[src/scs_defs.svh]
// Register offsets, field positions and reset values of the serial control and status block.
`ifndef SCS_DEFS_SVH
`define SCS_DEFS_SVH
`define SCS_OFF_CTRL2    4'h0
`define SCS_OFF_STAT1    4'h4
`define SCS_OFF_DATA     4'h8
`define SCS_OFF_CTRL1    4'hc
`define SCS_ADDR_W       4
`define SCS_B_TIE        7
`define SCS_B_TX_COMPLETE_IRQ_ENABLE       6
`define SCS_B_RIE        5
`define SCS_B_TE         3
`define SCS_B_RE         2
`define SCS_B_RWU        1
`define SCS_B_SBK        0
`define SCS_B_TX_BUFFER_EMPTY       7
`define SCS_B_TC         6
`define SCS_B_RX_BUFFER_FULL       5
`define SCS_B_WAKE       3
`define SCS_B_LOOP_MODE_SELECT      2
`define SCS_B_LONG_BREAK_SELECT      1
`define SCS_B_M9         0
`define SCS_CTRL2_RST    8'h00
`define SCS_CTRL1_RST    8'h00
`define SCS_BRK_SHORT    5'h0a
`define SCS_BRK_LONG     5'h0d
`define SCS_IDLE_BITS    5'h0a
`endif

[src/scs_pkg.sv]
// Types shared by the serial control and status block.
package scs_pkg;
	typedef enum logic [1:0] {
		SCS_TX_IDLE  = 2'b00,
		SCS_TX_DATA  = 2'b01,
		SCS_TX_BREAK = 2'b10,
		SCS_TX_PRE   = 2'b11
	} scs_tx_state_t;
endpackage

[src/scs_ctrl.sv]
// Control and status logic of an asynchronous serial interface with a Wishbone slave.
// Notes on behaviour
// - Receiver off releases the receive pin to general-purpose use.
// - Loop mode releases the receive pin even when the receiver is on.
// - Writing one to standby request puts the receiver into standby awaiting wakeup.
// - Wake method clear wakes on idle line; set wakes on data MSB one.
// - Software sets standby request; hardware clears it on the wakeup condition.
// - Writing break queue one queues a break character; writing it back to zero queues another.
// - Breaks repeat while break queue stays set; 10/11 or 13/14 bit times.
// - A second break may be queued before software clears break queue.
// - Primary status holds three read-only flags; writes have no effect.
// - Transmit-empty sets out of reset and when buffer moves to shifter.
// - Transmit-empty clears after status read with it set, then data write.
// - Transmit-complete sets out of reset and when nothing is being sent.
// - Transmit-complete clears after status read then data write, preamble or break.
// - Receive-full sets when a character moves into the receive data register.
// - Receive-full clears after status read with it set, then data read.
// - Each flag with its enable set requests the interrupt.
// - Transmitter-on off then on while active queues an idle character.
// - Long-break option picks 10 or 13 bit times, plus one for nine-bit frames.
`timescale 1ns/100ps
`default_nettype none
`include "scs_defs.svh"
module scs_ctrl (
	input  wire logic       ref_clk,       // Module bus clock, 25 MHz.
	input  wire logic       nrst,          // Asynchronous reset, active low.
	input  wire logic       wb_cyc_i,      // Wishbone cycle.
	input  wire logic       wb_stb_i,      // Wishbone strobe.
	input  wire logic       wb_we_i,       // Wishbone write enable.
	input  wire logic [3:0] wb_adr_i,      // Wishbone byte address.
	input  wire logic [3:0] wb_sel_i,      // Wishbone byte selects.
	input  wire logic [31:0] wb_dat_i,     // Wishbone write data.
	output logic [31:0]     wb_dat_o,      // Wishbone read data.
	output logic            wb_ack_o,      // Wishbone acknowledge.
	input  wire logic       bit_tick,      // One-cycle pulse per bit time from the baud logic.
	input  wire logic       shifter_load,  // Shifter takes the buffered transmit byte.
	input  wire logic       shifter_busy,  // Frame shifter is sending a data frame.
	input  wire logic       rx_char_done,  // Receive shifter holds a completed character.
	input  wire logic [8:0] rx_char,       // Character from the receive shifter.
	input  wire logic       rx_line,       // Receive pin level, asynchronous.
	output logic [7:0]      tx_data,       // Transmit buffer towards the shifter.
	output logic            tx_send_break, // Line is driving a break character.
	output logic            tx_send_idle,  // Line is driving an idle preamble.
	output logic            tx_pin_owned,  // Transmitter owns the transmit pin.
	output logic            rx_pin_owned,  // Receiver owns the receive pin.
	output logic            rx_standby,    // Receiver is in standby.
	output logic            irq            // Level interrupt request, active high.
);
	logic [7:0] ctrl2;
	logic [7:0] ctrl1;
	logic [7:0] irq_stat;
	logic [7:0] irq_mask;
	logic [8:0] rx_data;
	logic       tx_buffer_empty;
	logic       tc;
	logic       rx_buffer_full;
	logic       arm_tx_buffer_empty;
	logic       arm_tc;
	logic       arm_rx_buffer_full;
	logic       tx_full;
	logic       brk_pend;
	logic       pre_pend;
	logic [4:0] bit_cnt;
	logic       rx_s1;
	logic       rx_s2;
	logic [4:0] idle_cnt;
	scs_pkg::scs_tx_state_t tx_st;
	scs_pkg::scs_tx_state_t next_tx_st;

	logic       acc;
	logic       wr;
	logic       rd;
	logic       wr_ctrl2;
	logic       rd_stat;
	logic       wr_data;
	logic       rd_data;
	logic [7:0] wbyte;
	logic [7:0] stat1;
	logic       te_rise;
	logic       sbk_set;
	logic       sbk_fall;
	logic       wake_hit;
	logic [4:0] brk_len;
	logic       tx_active;

	// Only a fresh request is answered, so every access is exactly one cycle wide.
	assign acc      = wb_cyc_i && wb_stb_i && !wb_ack_o;
	assign wr       = acc && wb_we_i && wb_sel_i[0];
	assign rd       = acc && !wb_we_i;
	assign wbyte    = wb_dat_i[7:0];
	assign wr_ctrl2 = wr && (wb_adr_i == `SCS_OFF_CTRL2);
	assign wr_data  = wr && (wb_adr_i == `SCS_OFF_DATA);
	assign rd_stat  = rd && (wb_adr_i == `SCS_OFF_STAT1);
	assign rd_data  = rd && (wb_adr_i == `SCS_OFF_DATA);
	assign te_rise  = wr_ctrl2 && wbyte[`SCS_B_TE] && !ctrl2[`SCS_B_TE];
	assign sbk_set  = wr_ctrl2 && wbyte[`SCS_B_SBK];
	assign sbk_fall = wr_ctrl2 && !wbyte[`SCS_B_SBK] && ctrl2[`SCS_B_SBK];
	assign stat1    = {tx_buffer_empty, tc, rx_buffer_full, 5'h00};
	assign tx_active = (tx_st != scs_pkg::SCS_TX_IDLE) || shifter_busy || tx_full;

	// Break length in bit times, one longer for nine-bit frames.
	function automatic logic [4:0] break_bits(input logic long_sel, input logic nine);
		break_bits = (long_sel ? `SCS_BRK_LONG : `SCS_BRK_SHORT) + {4'h0, nine};
	endfunction
	assign brk_len = break_bits(ctrl1[`SCS_B_LONG_BREAK_SELECT], ctrl1[`SCS_B_M9]);

	// Two flip-flops on the asynchronous receive pin.
	always_ff @(posedge ref_clk or negedge nrst) begin
		if (!nrst) begin
			rx_s1 <= 1'b1;
			rx_s2 <= 1'b1;
		end else begin
			rx_s1 <= rx_line;
			rx_s2 <= rx_s1;
		end
	end

	// Idle-line counter for wakeup; counts high bit times, restarts on any low.
	always_ff @(posedge ref_clk or negedge nrst) begin
		if (!nrst) begin
			idle_cnt <= 5'h00;
		end else if (!rx_s2) begin
			idle_cnt <= 5'h00;
		end else if (bit_tick && idle_cnt != `SCS_IDLE_BITS) begin
			idle_cnt <= idle_cnt + 5'h01;
		end
	end

	always_comb begin
		if (ctrl1[`SCS_B_WAKE]) begin
			wake_hit = rx_char_done && (ctrl1[`SCS_B_M9] ? rx_char[8] : rx_char[7]);
		end else begin
			wake_hit = bit_tick && (idle_cnt == `SCS_IDLE_BITS - 5'h01) && rx_s2;
		end
	end

	// Control register 2; the standby bit is cleared by the wakeup detector.
	always_ff @(posedge ref_clk or negedge nrst) begin
		if (!nrst) begin
			ctrl2 <= `SCS_CTRL2_RST;
		end else begin
			if (wr_ctrl2) begin
				ctrl2 <= wbyte;
			end
			if (ctrl2[`SCS_B_RWU] && wake_hit && !(wr_ctrl2 && wbyte[`SCS_B_RWU])) begin
				ctrl2[`SCS_B_RWU] <= 1'b0;
			end
		end
	end

	// Control register 1 holds wake method, loop, long-break and nine-bit selects.
	always_ff @(posedge ref_clk or negedge nrst) begin
		if (!nrst) begin
			ctrl1 <= `SCS_CTRL1_RST;
		end else if (wr && wb_adr_i == `SCS_OFF_CTRL1) begin
			ctrl1 <= wbyte;
		end
	end

	// Transmit buffer: a data write fills it, the shifter empties it.
	always_ff @(posedge ref_clk or negedge nrst) begin
		if (!nrst) begin
			tx_full <= 1'b0;
			tx_data <= 8'h00;
		end else begin
			if (wr_data) begin
				tx_data <= wbyte;
			end
			if (wr_data && arm_tx_buffer_empty) begin
				tx_full <= 1'b1;
			end else if (shifter_load) begin
				tx_full <= 1'b0;
			end
		end
	end

	// Transmit-empty flag; the shifter load wins over a clearing write.
	always_ff @(posedge ref_clk or negedge nrst) begin
		if (!nrst) begin
			tx_buffer_empty     <= 1'b1;
			arm_tx_buffer_empty <= 1'b0;
		end else begin
			if (shifter_load) begin
				tx_buffer_empty <= 1'b1;
			end else if (wr_data && arm_tx_buffer_empty) begin
				tx_buffer_empty <= 1'b0;
			end
			if (rd_stat) begin
				arm_tx_buffer_empty <= tx_buffer_empty;
			end else if (wr_data) begin
				arm_tx_buffer_empty <= 1'b0;
			end
		end
	end

	// Transmit-complete flag; set whenever the transmitter has nothing left to send.
	always_ff @(posedge ref_clk or negedge nrst) begin
		if (!nrst) begin
			tc     <= 1'b1;
			arm_tc <= 1'b0;
		end else begin
			if (arm_tc && (wr_data || te_rise || sbk_set)) begin
				tc <= 1'b0;
			end else if (tx_buffer_empty && !tx_active && !brk_pend && !pre_pend) begin
				tc <= 1'b1;
			end
			if (rd_stat) begin
				arm_tc <= tc;
			end else if (wr_data || te_rise || sbk_set) begin
				arm_tc <= 1'b0;
			end
		end
	end

	// Receive data register and its full flag; a new character wins over the clear.
	always_ff @(posedge ref_clk or negedge nrst) begin
		if (!nrst) begin
			rx_buffer_full     <= 1'b0;
			arm_rx_buffer_full <= 1'b0;
			rx_data  <= 9'h000;
		end else begin
			if (rx_char_done && !ctrl2[`SCS_B_RWU]) begin
				rx_buffer_full    <= 1'b1;
				rx_data <= rx_char;
			end else if (rd_data && arm_rx_buffer_full) begin
				rx_buffer_full <= 1'b0;
			end
			if (rd_stat) begin
				arm_rx_buffer_full <= rx_buffer_full;
			end else if (rd_data) begin
				arm_rx_buffer_full <= 1'b0;
			end
		end
	end

	// Pending break and idle requests wait for the line to be free.
	always_ff @(posedge ref_clk or negedge nrst) begin
		if (!nrst) begin
			brk_pend <= 1'b0;
			pre_pend <= 1'b0;
		end else begin
			if (sbk_fall || sbk_set) begin
				brk_pend <= 1'b1;
			end else if (next_tx_st == scs_pkg::SCS_TX_BREAK && tx_st != scs_pkg::SCS_TX_BREAK) begin
				brk_pend <= 1'b0;
			end
			if (te_rise) begin
				pre_pend <= 1'b1;
			end else if (next_tx_st == scs_pkg::SCS_TX_PRE) begin
				pre_pend <= 1'b0;
			end
		end
	end

	// Line sequencer: data frames belong to the shifter, breaks and idles are timed here.
	always_comb begin
		next_tx_st = tx_st;
		unique case (tx_st)
			scs_pkg::SCS_TX_IDLE: begin
				if (shifter_busy) begin
					next_tx_st = scs_pkg::SCS_TX_DATA;
				end else if (brk_pend || ctrl2[`SCS_B_SBK]) begin
					next_tx_st = scs_pkg::SCS_TX_BREAK;
				end else if (pre_pend) begin
					next_tx_st = scs_pkg::SCS_TX_PRE;
				end
			end
			scs_pkg::SCS_TX_DATA: begin
				if (!shifter_busy) begin
					next_tx_st = scs_pkg::SCS_TX_IDLE;
				end
			end
			scs_pkg::SCS_TX_BREAK, scs_pkg::SCS_TX_PRE: begin
				// A break still requested at its end runs again, hence a possible second one.
				if (bit_tick && bit_cnt == brk_len - 5'h01) begin
					next_tx_st = scs_pkg::SCS_TX_IDLE;
				end
			end
		endcase
	end

	always_ff @(posedge ref_clk or negedge nrst) begin
		if (!nrst) begin
			tx_st   <= scs_pkg::SCS_TX_IDLE;
			bit_cnt <= 5'h00;
		end else begin
			tx_st <= next_tx_st;
			if (next_tx_st != tx_st) begin
				bit_cnt <= 5'h00;
			end else if (bit_tick) begin
				bit_cnt <= bit_cnt + 5'h01;
			end
		end
	end

	// Pin ownership, line drive and standby, all registered.
	always_ff @(posedge ref_clk or negedge nrst) begin
		if (!nrst) begin
			tx_send_break <= 1'b0;
			tx_send_idle  <= 1'b0;
			tx_pin_owned  <= 1'b0;
			rx_pin_owned  <= 1'b0;
			rx_standby    <= 1'b0;
		end else begin
			tx_send_break <= (next_tx_st == scs_pkg::SCS_TX_BREAK);
			tx_send_idle  <= (next_tx_st == scs_pkg::SCS_TX_PRE);
			tx_pin_owned  <= ctrl2[`SCS_B_TE] || tx_active;
			rx_pin_owned  <= ctrl2[`SCS_B_RE] && !ctrl1[`SCS_B_LOOP_MODE_SELECT];
			rx_standby    <= ctrl2[`SCS_B_RWU];
		end
	end

	// Sticky interrupt status, cleared by a read of control register 1; a new event in that cycle wins.
	always_ff @(posedge ref_clk or negedge nrst) begin
		if (!nrst) begin
			irq_stat <= 8'h00;
			irq_mask <= 8'h00;
			irq      <= 1'b0;
		end else begin
			// Sticky status shares the control one read decode, the mask shares control two.
			irq_stat <= (rd && wb_adr_i == `SCS_OFF_CTRL1 ? 8'h00 : irq_stat)
				| (stat1 & ctrl2 & 8'he0);
			if (wr && wb_adr_i == `SCS_OFF_CTRL2) begin
				irq_mask <= wbyte;
			end
			irq <= |(irq_stat & irq_mask);
		end
	end

	// Bus answer one cycle after the request; unmapped offsets read zero and are acked.
	always_ff @(posedge ref_clk or negedge nrst) begin
		if (!nrst) begin
			wb_ack_o <= 1'b0;
			wb_dat_o <= 32'h0000_0000;
		end else begin
			wb_ack_o <= acc;
			wb_dat_o <= 32'h0000_0000;
			if (rd) begin
				unique case (wb_adr_i)
					`SCS_OFF_CTRL2: wb_dat_o <= {24'h000000, ctrl2};
					`SCS_OFF_STAT1: wb_dat_o <= {24'h000000, stat1};
					`SCS_OFF_DATA:  wb_dat_o <= {23'h000000, rx_data};
					`SCS_OFF_CTRL1: wb_dat_o <= {24'h000000, ctrl1};
					default:        wb_dat_o <= 32'h0000_0000;
				endcase
			end
		end
	end
endmodule
`default_nettype wire

[config.mk]
export PLATFORM = sky130hd
export DESIGN_NAME = scs_ctrl
export DESIGN_NICKNAME = d
export VERILOG_FILES = /design/src/scs_pkg.sv /design/src/scs_ctrl.sv
export VERILOG_INCLUDE_DIRS = /design/src
export SDC_FILE = /design/constraint.sdc
export NUM_CORES = 1
export LEC_CHECK = 0
export ABC_AREA = 0
export BUFFER_PORTS_ARGS = -buffer_cell sky130_fd_sc_hd__buf_2
export CAP_MARGIN = 25
export CORE_ASPECT_RATIO = 0.8
export CORE_UTILIZATION = 45
export DETAILED_ROUTE_END_ITERATION = 12
export GPL_ROUTABILITY_DRIVEN = 0
export HOLD_SLACK_MARGIN = 0.15
export PLACE_DENSITY_LB_ADDON = 0.1
export SYNTH_ARGS = -nofsm -noshare
export SYNTH_HDL_FRONTEND = slang
export SYNTH_SLANG_ARGS = --single-unit
[constraint.sdc]
create_clock -name ref_clk -period 3.05 [get_ports ref_clk]
set_clock_uncertainty 0.05 [all_clocks]
set_input_delay 0.4575 -clock ref_clk [delete_from_list [all_inputs] [get_ports ref_clk]]
set_output_delay 0.4575 -clock ref_clk [all_outputs]
set_load 0.02 [all_outputs]
==> results of run 1 <==
synthesized netlist by cell type, types with 3 or more instances:
master	instances
nor2b_1	5
nand4_1	5
xor2_1	5
ha_1	6
mux2_4	8
nand3_1	6
mux2i_1	7
xnor2_1	5
nor2_1	27
inv_1	13
clkbuf_1	3
mux2_2	24
buf_2	3
dfrtp_1	71
a22o_1	3
dfstp_2	4
a21oi_1	10
nand2_1	14
buf_4	23
o21ai_0	9
registers in the layout, summed over array words and instances, names as in the netlist, 2 cells and up:
register	flops
irq_stat	3
tx_data	8
ctrl1	8
ctrl2	8
idle_cnt	5
wb_dat_o	9
rx_data	9
bit_cnt	5
tx_st	2
how the worst min path moves through the flow:
| stage | startpoint | end | slack (ns) | cells past startpoint |
|---|---|---|---|---|
| 2_1_floorplan | nrst | arm_rx_buffer_full$_DFFE_PN0P_ | 0.11 | 0 |
| 3_3_place_gp | rx_s1$_DFF_PN1_ | rx_s2$_DFF_PN1_ | 0.30 | 0 |
| 3_5_place_dp | rx_s1$_DFF_PN1_ | rx_s2$_DFF_PN1_ | 0.30 | 0 |
| 4_1_cts | nrst | idle_cnt[4]$_DFFE_PN0P_ | 0.24 | 1 |
| 5_1_grt | shifter_load | tx_buffer_empty$_DFFE_PN1P_ | 0.25 | 2 |
| 6_report | shifter_load | tx_buffer_empty$_DFFE_PN1P_ | 0.26 | 2 |
power groups by stage:
| stage | combinational, W | clock [W] | sequential, W |
|---|---|---|---|
| 5_1_grt | 0.000365 | 0.000831 | 0.00117 |
| 3_3_place_gp | 0.000317 | 0 | 0.00117 |
| 4_1_cts | 0.000324 | 0.000786 | 0.00115 |
| 3_5_place_dp | 0.000323 | 0 | 0.00117 |
| 2_1_floorplan | 0.000231 | 0 | 0.00118 |
| 6_report | 0.000325 | 0.000764 | 0.00115 |
layer usage:
metal | global-route usage [%] | vias up | wire, um
met3 | 4.73 | 5 | 406
met1 | 26.8 | 1121 | 3400
li1 | - | 1114 | -
met4 | 7.39 | 0 | 58
met5 | 0 | - | 0
met2 | 26.9 | 74 | 3010
worst max-delay path, stage by stage (launching register included):
cell	delay (ns)
dfrtp_1	0.39
inv_1	0.09
ha_1	0.20
xnor2_1	0.16
nand4b_1	0.17
o41ai_1	0.89
nor2_1	0.11
cell type report:
cell class	instances	area [um2]	area share [%]
Clock buffer	10	138	3.40
Sequential cell	75	1880	46.5
Multi-Input combinational cell	198	1440	35.5
Tap cell	105	131	3.24
Inverter	13	48.8	1.20
Clock inverter	6	65.1	1.61
Timing Repair Buffer	61	348	8.59
metrics by stage:
stage	cells	hold WS [ns]	setup WS [ns]	total power, W
6_report	468	0.258	0.848	0.00224
5_1_grt	468	0.250	0.708	0.00236
4_1_cts	466	0.238	0.874	0.00226
3_5_place_dp	449	0.299	0.677	0.00149
3_3_place_gp	449	0.297	0.714	0.00149
2_1_floorplan	318	0.112	1.11	0.00141
kinds of logic (layout without fill, tap and decap cells):
family / after synthesis / count (layout) / synth area share (%)
buffers and inverters: 45 / 90 / 7.80
other: 1 / 23 / 0.107
AND/OR/NAND/NOR: 76 / 76 / 11.8
flip-flops: 75 / 75 / 53.6
adder cells (fa/ha/maj): 6 / 6 / 2.14
multiplexers: 40 / 40 / 13.8
AO/OA/AOI/OAI: 43 / 43 / 8.34
XOR/XNOR: 10 / 10 / 2.49
==> impl_metrics.tcl, run 1 <==
set metrics [dict create \
    status "complete, no violations" \
    post_drt_wl_per_cell_um 14.7 \
    coreArea_um2 7460 \
    seqPwrFrac_pct 51.4 \
    layout_commonest_cell "dfrtp_1" \
    power_frac_comb_pct 14.5 \
    antenna_cells 0 \
    required_ns 3.19 \
    cts_setup_buffers 0 \
    worstPathArrival_ns 2.35 \
    cts_max_path_buffers 2 \
    clock_power_share_pct 34.1 \
    crit_end "bit_cnt[1]$_DFFE_PN0P_" \
    antenna_left 0 \
    dieArea_um2 8160 \
    clk_latency_ns 0.35 \
    tns_ns 0 \
    synth_ff_type "dfrtp_1" \
    placed_area_um2 3800 \
    max_freq_mhz 454 \
    vdd_ir_drop_max_uv 297 \
    cts_made_buffers 9 \
    io_pins 106 \
    ctsHoldBuffers 1 \
    setup.worst_path.start_class "register" \
    power.density_nw_per_um2 553 \
    chipWidth_um 101 \
    maxCapViolCount 0 \
    finalHoldViolations 0 \
    hold_class "in -> reg" \
    grt_max_degree 76 \
    slew_headroom_pct 36.8 \
    setup_violations 0 \
    timing.rr.end "bit_cnt[1]$_DFFE_PN0P_" \
    final_layout_size_suffix_gt1_share_pct 32.5 \
    globalRoute.totalOverflow 0 \
    worstMarginPinSlew_ns 0.935 \
    final_core_util_pct 54.3 \
    die_height_um 81.0 \
    sw_frac_of_total_pct 27.4 \
    startpoint "ctrl1[1]$_DFFE_PN0P_" \
    route.detailed.drc 0 \
    synth_area_um2 3510 \
    r2r_slack_ns 0.85 \
    start_util_pct 47.0 \
    post-route-cell-area_um2 4050 \
    clock-sinks 75 \
    power.net_switching_w 0.000614 \
    portBuffers 55 \
    num-fill-cells 681 \
    p_leak_nw 2.02 \
    async_flop_share_pct 100 \
    grt_pass1_vias 2187 \
    rsz0062_at_grt "no" \
    grt_use_total_pct 18.6 \
    cts_tree "yes" \
    end_kind "register" \
    reg2reg_depth 6 \
    synth_enable_flop_cells 0 \
    cts_resized 0 \
    drt-initial-drc-count 79 \
    finalMaxSlewViolations 0 \
    path_clk_slew_ns 0.07 \
    hpwl_mm 4.67 \
    synth_area_leader_cell "dfrtp_1" \
    synth_top_cell_area_share_pct 50.6 \
    antenna_found_initial 0 \
    syn_avg_cell_area_um2 11.9 \
    critPathMaxFanout 5 \
    reg2reg_from "ctrl1[1]$_DFFE_PN0P_" \
    synth_cells 296 \
    routed_via_density 4.94 \
    yosys_warnings 0 \
    syn_to_final_growth_pct 15.4 \
    final_cell_mix "71 x dfrtp_1, 54 x buf_2, 27 x nor2_1" \
    dr.pass1.iters 4 \
    cts_max_level 3 \
    fin_nets 423 \
    crit_type "reg -> reg" \
    netlist-cell-type-count 55 \
    grt_pass1_wl_mm 11.2 \
    synth.top_cells.by_area "dfrtp_1 51%, mux2_2 7.7%, buf_4 4.9%" \
    ys_ff_latch 75 \
    wl_mm 6.87 \
    fin_crit_ns 2.20 \
    route.vias.total 2314 \
    row_count 28 \
    ys_seq_area_share_pct 53.6 \
    cts-root-buf "clkbuf_8" \
    intPower_w 0.00163 \
    fin_crit_sh_pct 72.2 \
]
No activity file was read; power rests on OpenSTA's default activity.
==> run 2: changes to the inputs <==
- ABC_AREA: 0 -> 1
- clock period: 3.05 -> 2.2 ns (I/O delays scaled with it)
==> impl_metrics.tcl, run 2 <==
set metrics [dict create \
    syn_avg_cell_area_um2 9.32 \
    clock_power_share_pct 35.7 \
    io_pins 106 \
    fin_crit_ns 1.68 \
    worstPathArrival_ns 1.87 \
    worst_slack_ns 0.516 \
    wl_met3_um 476 \
    grt_max_degree 48 \
    cts_setup_buffers 0 \
    route.detailed.drc 0 \
    syn_to_final_growth_pct 16.2 \
    layout_commonest_cell "nand2_1" \
    p_leak_nw 2.13 \
    end_kind "register" \
    setup_violations 0 \
    synth_enable_flop_cells 0 \
    critPathMaxFanout 4 \
    grt_use_total_pct 18.9 \
    synth_cells 381 \
    synth_ff_type "dfrtp_1" \
    hpwl_mm 5.20 \
    power.density_nw_per_um2 819 \
    row_count 28 \
    fin_crit_sh_pct 76.6 \
    route.met2.wl_mm 3.02 \
    cts_max_path_buffers 2 \
    cts_made_buffers 9 \
    power.net_switching_w 0.000966 \
    placedCellCount 537 \
    power_frac_comb_pct 16.3 \
    yosys.cell_count.top_type "nand2_1" \
    grt_pass1_vias 2384 \
    antenna_cells 0 \
    ys_seq_area_share_pct 53.0 \
    max_freq_mhz 594 \
    coreArea_um2 7530 \
    path_clk_slew_ns 0.08 \
    synth_top_cell_area_share_pct 50.1 \
    cts_tree "yes" \
    layoutNonFillerInstCount 558 \
    wl_mm 6.90 \
    num-fill-cells 743 \
    synth_area_um2 3550 \
    status "complete, no violations" \
    antenna_found_initial 0 \
    power_w 0.00338 \
    rsz0062_at_grt "no" \
    top_regs "rx_data: 9 flops, wb_dat_o: 9 flops" \
    final_layout_size_suffix_gt1_share_pct 24.5 \
    crit_type "reg -> reg" \
    route.vias.total 2600 \
    grt_pass1_wl_mm 11.6 \
    die_height_um 81.4 \
    async_flop_share_pct 100 \
    clk_latency_ns 0.35 \
    drt-initial-drc-count 104 \
    globalRoute.totalOverflow 0 \
    drt-met1-wl_mm 3.34 \
    synth_area_leader_cell "dfrtp_1" \
    post_drt_wl_per_cell_um 12.4 \
    seqPwrFrac_pct 48.0 \
    dr.pass1.iters 4 \
    routed_via_density 4.66 \
    cts-root-buf "clkbuf_8" \
    dieArea_um2 8250 \
    synth_common_cells "89 x nand2_1, 71 x dfrtp_1, 48 x inv_1" \
    tns_ns 0 \
    finalMaxSlewViolations 0 \
    chipWidth_um 101 \
    yosys_warnings 0 \
    top_layer_used "met4" \
    vdd_ir_drop_max_uv 391 \
    clock-sinks 75 \
    post-place-ws_ns 0.505 \
    cts_max_level 3 \
    synth.top_cells.by_area "dfrtp_1 50%, nand2_1 9.4%, buf_4 5.1%" \
    fin_nets 513 \
    finalHoldViolations 0 \
    intPower_w 0.00241 \
    antenna_left 0 \
    netlist-cell-type-count 40 \
    sw_frac_of_total_pct 28.6 \
    final_cell_mix "89 x nand2_1, 71 x dfrtp_1, 54 x buf_2" \
    ys_ff_latch 75 \
    setup.worst_path.start_class "register" \
    hold_class "in -> reg" \
    required_ns 2.39 \
    final_core_util_pct 54.8 \
    start_util_pct 47.1 \
    maxCapViolCount 0 \
    portBuffers 55 \
]
[run 2: cell types whose count changed after synthesis, sizes merged, moves of 5 or more]
cell,before,now
mux2,32,7
xnor2,5,0
nor2b,5,0
nand3,6,22
mux2i,7,0
a21oi,10,4
o21ai,9,38
nand2,14,96
inv,13,52
[run 2: through the flow]
stage,hold slack [ns],instance area [um2]
2_1_floorplan,-0.0156,3630
3_3_place_gp,0.234,3840
3_5_place_dp,0.239,3840
4_1_cts,0.157,4120
5_1_grt,0.166,4120
6_report,0.165,4120
[run 2: routing by layer]
metal | up-vias | track usage [%]
met5 | - | 0
met4 | 0 | 4.35
met3 | 4 | 6.04
met2 | 78 | 27.1
met1 | 1197 | 27.6
li1 | 1321 | -
[run 2: cell families after synthesis]
logic type	synth area share, %
flops	53.0
buf+inv	11.8
compound gates	9.66
simple gates	20.6
other cells	0.106
mux	2.22
fa+ha+maj	2.11
xor+xnor	0.494
[run 2: critical path, cell delays in order (launching register included)]
cell	delay, ns
dfrtp_1	0.40
inv_1	0.15
ha_1	0.26
nand2_1	0.07
inv_1	0.03
nor2_1	0.12
nand4_1	0.14
nand3_1	0.13
nand4_1	0.09
nand2_1	0.08
nand2_1	0.05
[run 2: repair_timing]
action                    CTS  global route
hold buffers                5             0
hold endpoints to repair   32             0
gates resized for setup     0             0
[run 2: final cells by class]
type	instances	area, um2	area share [%]
clock inverters	4	73.8	1.79
flip-flops and latches	75	1880	45.6
multi-input cells	248	1330	32.3
clock buffers	12	155	3.76
well taps	105	131	3.19
repair buffers	61	348	8.43
inverters	53	203	4.92
[run 2: power by group through the flow]
| stage | sequential [W] | combinational [W] | clock [W] |
|---|---|---|---|
| after CTS | 0.00162 | 0.000563 | 0.00124 |
| after floorplan | 0.00167 | 0.000371 | 0 |
| after detailed placement | 0.00164 | 0.000555 | 0 |
| after global routing | 0.00164 | 0.000643 | 0.00130 |
| after global placement | 0.00164 | 0.000544 | 0 |
| final | 0.00162 | 0.000552 | 0.00121 |
[run 2: final timing paths]
| kind | startpoint | to | slack, ns | cells after the start |
|---|---|---|---|---|
| worst max-delay path | ctrl1[0]$_DFFE_PN0P_ | brk_pend$_DFFE_PN0P_ | 0.52 | 10 |
| worst min-delay path | rx_char[4] | rx_data[4]$_DFFE_PN0P_ | 0.17 | 2 |
| worst max register to register | ctrl1[0]$_DFFE_PN0P_ | brk_pend$_DFFE_PN0P_ | 0.52 | 10 |
| worst min register to register | rx_s1$_DFF_PN1_ | rx_s2$_DFF_PN1_ | 0.31 | 0 |
| max in group asynchronous | nrst | rx_s2$_DFF_PN1_ | 1.08 | 3 |
| min in group asynchronous | nrst | wb_dat_o[7]$_DFF_PN0_ | 0.39 | 2 |
==> run 3: changes to the inputs <==
- clock period: 2.2 -> 1.5 ns (I/O delays scaled with it)
==> impl_metrics.tcl, run 3 (synthesis results as in run 2) <==
set metrics [dict create \
    row_count 28 \
    p_leak_nw 2.26 \
    cts_tree "yes" \
    antenna_found_initial 0 \
    grtUsageMet1_pct 29.4 \
    met2_usage_pct 28.4 \
    required_ns 1.72 \
    hold_start "bit_tick" \
    crit_type "reg -> reg" \
    hold_slack_ns 0.185 \
    layoutNonFillerInstCount 590 \
    critPathMaxFanout 5 \
    antenna_cells 0 \
    worst_slack_ns -0.0961 \
    grt_use_total_pct 20.1 \
    fin_nets 545 \
    fin_crit_ns 1.60 \
    dr.pass1.iters 4 \
    setup.worst_path.start_class "register" \
    clk_latency_ns 0.34 \
    post-place-ws_ns -0.115 \
    globalRoute.totalOverflow 0 \
    top_regs "rx_data: 9 flops, wb_dat_o: 9 flops" \
    status "finished, violations left" \
    end_kind "register" \
    finalMaxSlewViolations 0 \
    grt_max_degree 38 \
    dieArea_um2 8250 \
    wl_mm 7.55 \
    grt_pass1_wl_mm 12.2 \
    portBuffers 55 \
    worstPathArrival_ns 1.81 \
    vdd_ir_drop_max_uv 562 \
    final_layout_size_suffix_gt1_share_pct 29.7 \
    startpoint "ctrl1[1]$_DFFE_PN0P_" \
    slew_headroom_pct 60.6 \
    hold_class "in -> reg" \
    cts_max_level 3 \
    rsz0062_at_grt "yes" \
    reg2reg_from "ctrl1[1]$_DFFE_PN0P_" \
    setup_violations 8 \
    placedCellCount 550 \
    clock-sinks 75 \
    finalHoldViolations 0 \
    power.density_nw_per_um2 1100 \
    route.vias.total 2781 \
    coreArea_um2 7530 \
    drt-initial-drc-count 130 \
    routed_via_density 4.71 \
    antenna_left 0 \
    grt_pass1_vias 2539 \
    post_drt_wl_per_cell_um 12.8 \
    syn_to_final_growth_pct 25.3 \
    cts-root-buf "clkbuf_8" \
    io_pins 106 \
    final_core_util_pct 59.1 \
    top_usage_layer "met1" \
    start_util_pct 47.1 \
    gr-usage-met3_pct 6.38 \
    hpwl_mm 5.45 \
    die_height_um 81.4 \
    violations "negative setup slack" \
    layout_commonest_cell "nand2_1" \
    reg2reg_depth 8 \
    path_clk_slew_ns 0.07 \
    max_freq_mhz 627 \
    worstMarginPinSlew_ns 0.585 \
    cts_made_buffers 9 \
    fin_crit_sh_pct 106 \
    final_cell_mix "84 x nand2_1, 71 x dfrtp_1, 54 x buf_2" \
    hold_depth 3 \
    chipWidth_um 101 \
    maxCapViolCount 0 \
    route.detailed.drc 0 \
    cts_max_path_buffers 2 \
]
run 3: cell count changes in the layout (fill, tap and decap cells not counted), sizes merged:
cell,delta
clkbuf,+3
dlygate4sd3,+16
buf,+16
clkinv,-1
bufinv,-2
run 3: through the flow:
stage,total power [W],setup TNS [ns],instance area (um2)
after floorplan,0.00299,0,3630
after global placement,0.00325,-0.506,3940
after CTS,0.00485,-0.0962,4380
after detailed placement,0.00326,-0.813,3940
after global routing,0.00519,-1.27,4450
final,0.00488,-0.531,4450
run 3: what timing repair did:
item,CTS,global route
hold endpoints to repair,109,0
setup endpoints to repair,9,12
setup buffers,1,2
hold buffers,21,0
resized for setup,7,15
pin swaps,1,4
run 3: final timing paths:
path | slack [ns] | endpoint
max | -0.1 | bit_cnt[0]$_DFFE_PN0P_
min | 0.19 | bit_cnt[0]$_DFFE_PN0P_
max reg2reg | -0.1 | bit_cnt[0]$_DFFE_PN0P_
min reg2reg | 0.31 | rx_s2$_DFF_PN1_
max in group asynchronous | 0.55 | tx_buffer_empty$_DFFE_PN1P_
min in group asynchronous | 0.25 | tx_send_break$_DFF_PN0_
run 3: routing by layer:
metal,vias up,routed length [um]
met5,-,0
met4,0,60
met3,5,421
met2,77,3290
met1,1327,3780
li1,1372,-
run 3: where the power goes:
part	internal (W)	total, W	switching (W)
Sequential	0.00223	0.00238	0.000151
Combinational	0.000397	0.00101	0.000614
Clock	0.000782	0.00149	0.000708
run 3: layout make-up:
| type | instances | area [um2] |
|---|---|---|
| tap | 105 | 131 |
| clock buffer | 15 | 186 |
| sequential | 75 | 1880 |
| inverter | 53 | 203 |
| multi-input combinational | 248 | 1410 |
| timing repair buffer | 93 | 632 |
| clock inverter | 1 | 5.00 |
| fill | 703 | 3080 |
run 3: critical path: stages (launching register included):
cell	delay, ns
dfrtp_1	0.39
inv_2	0.12
ha_4	0.22
nor2_2	0.13
nor2_4	0.06
nand4_1	0.13
buf_4	0.14
o2111ai_4	0.12
nor3_1	0.16
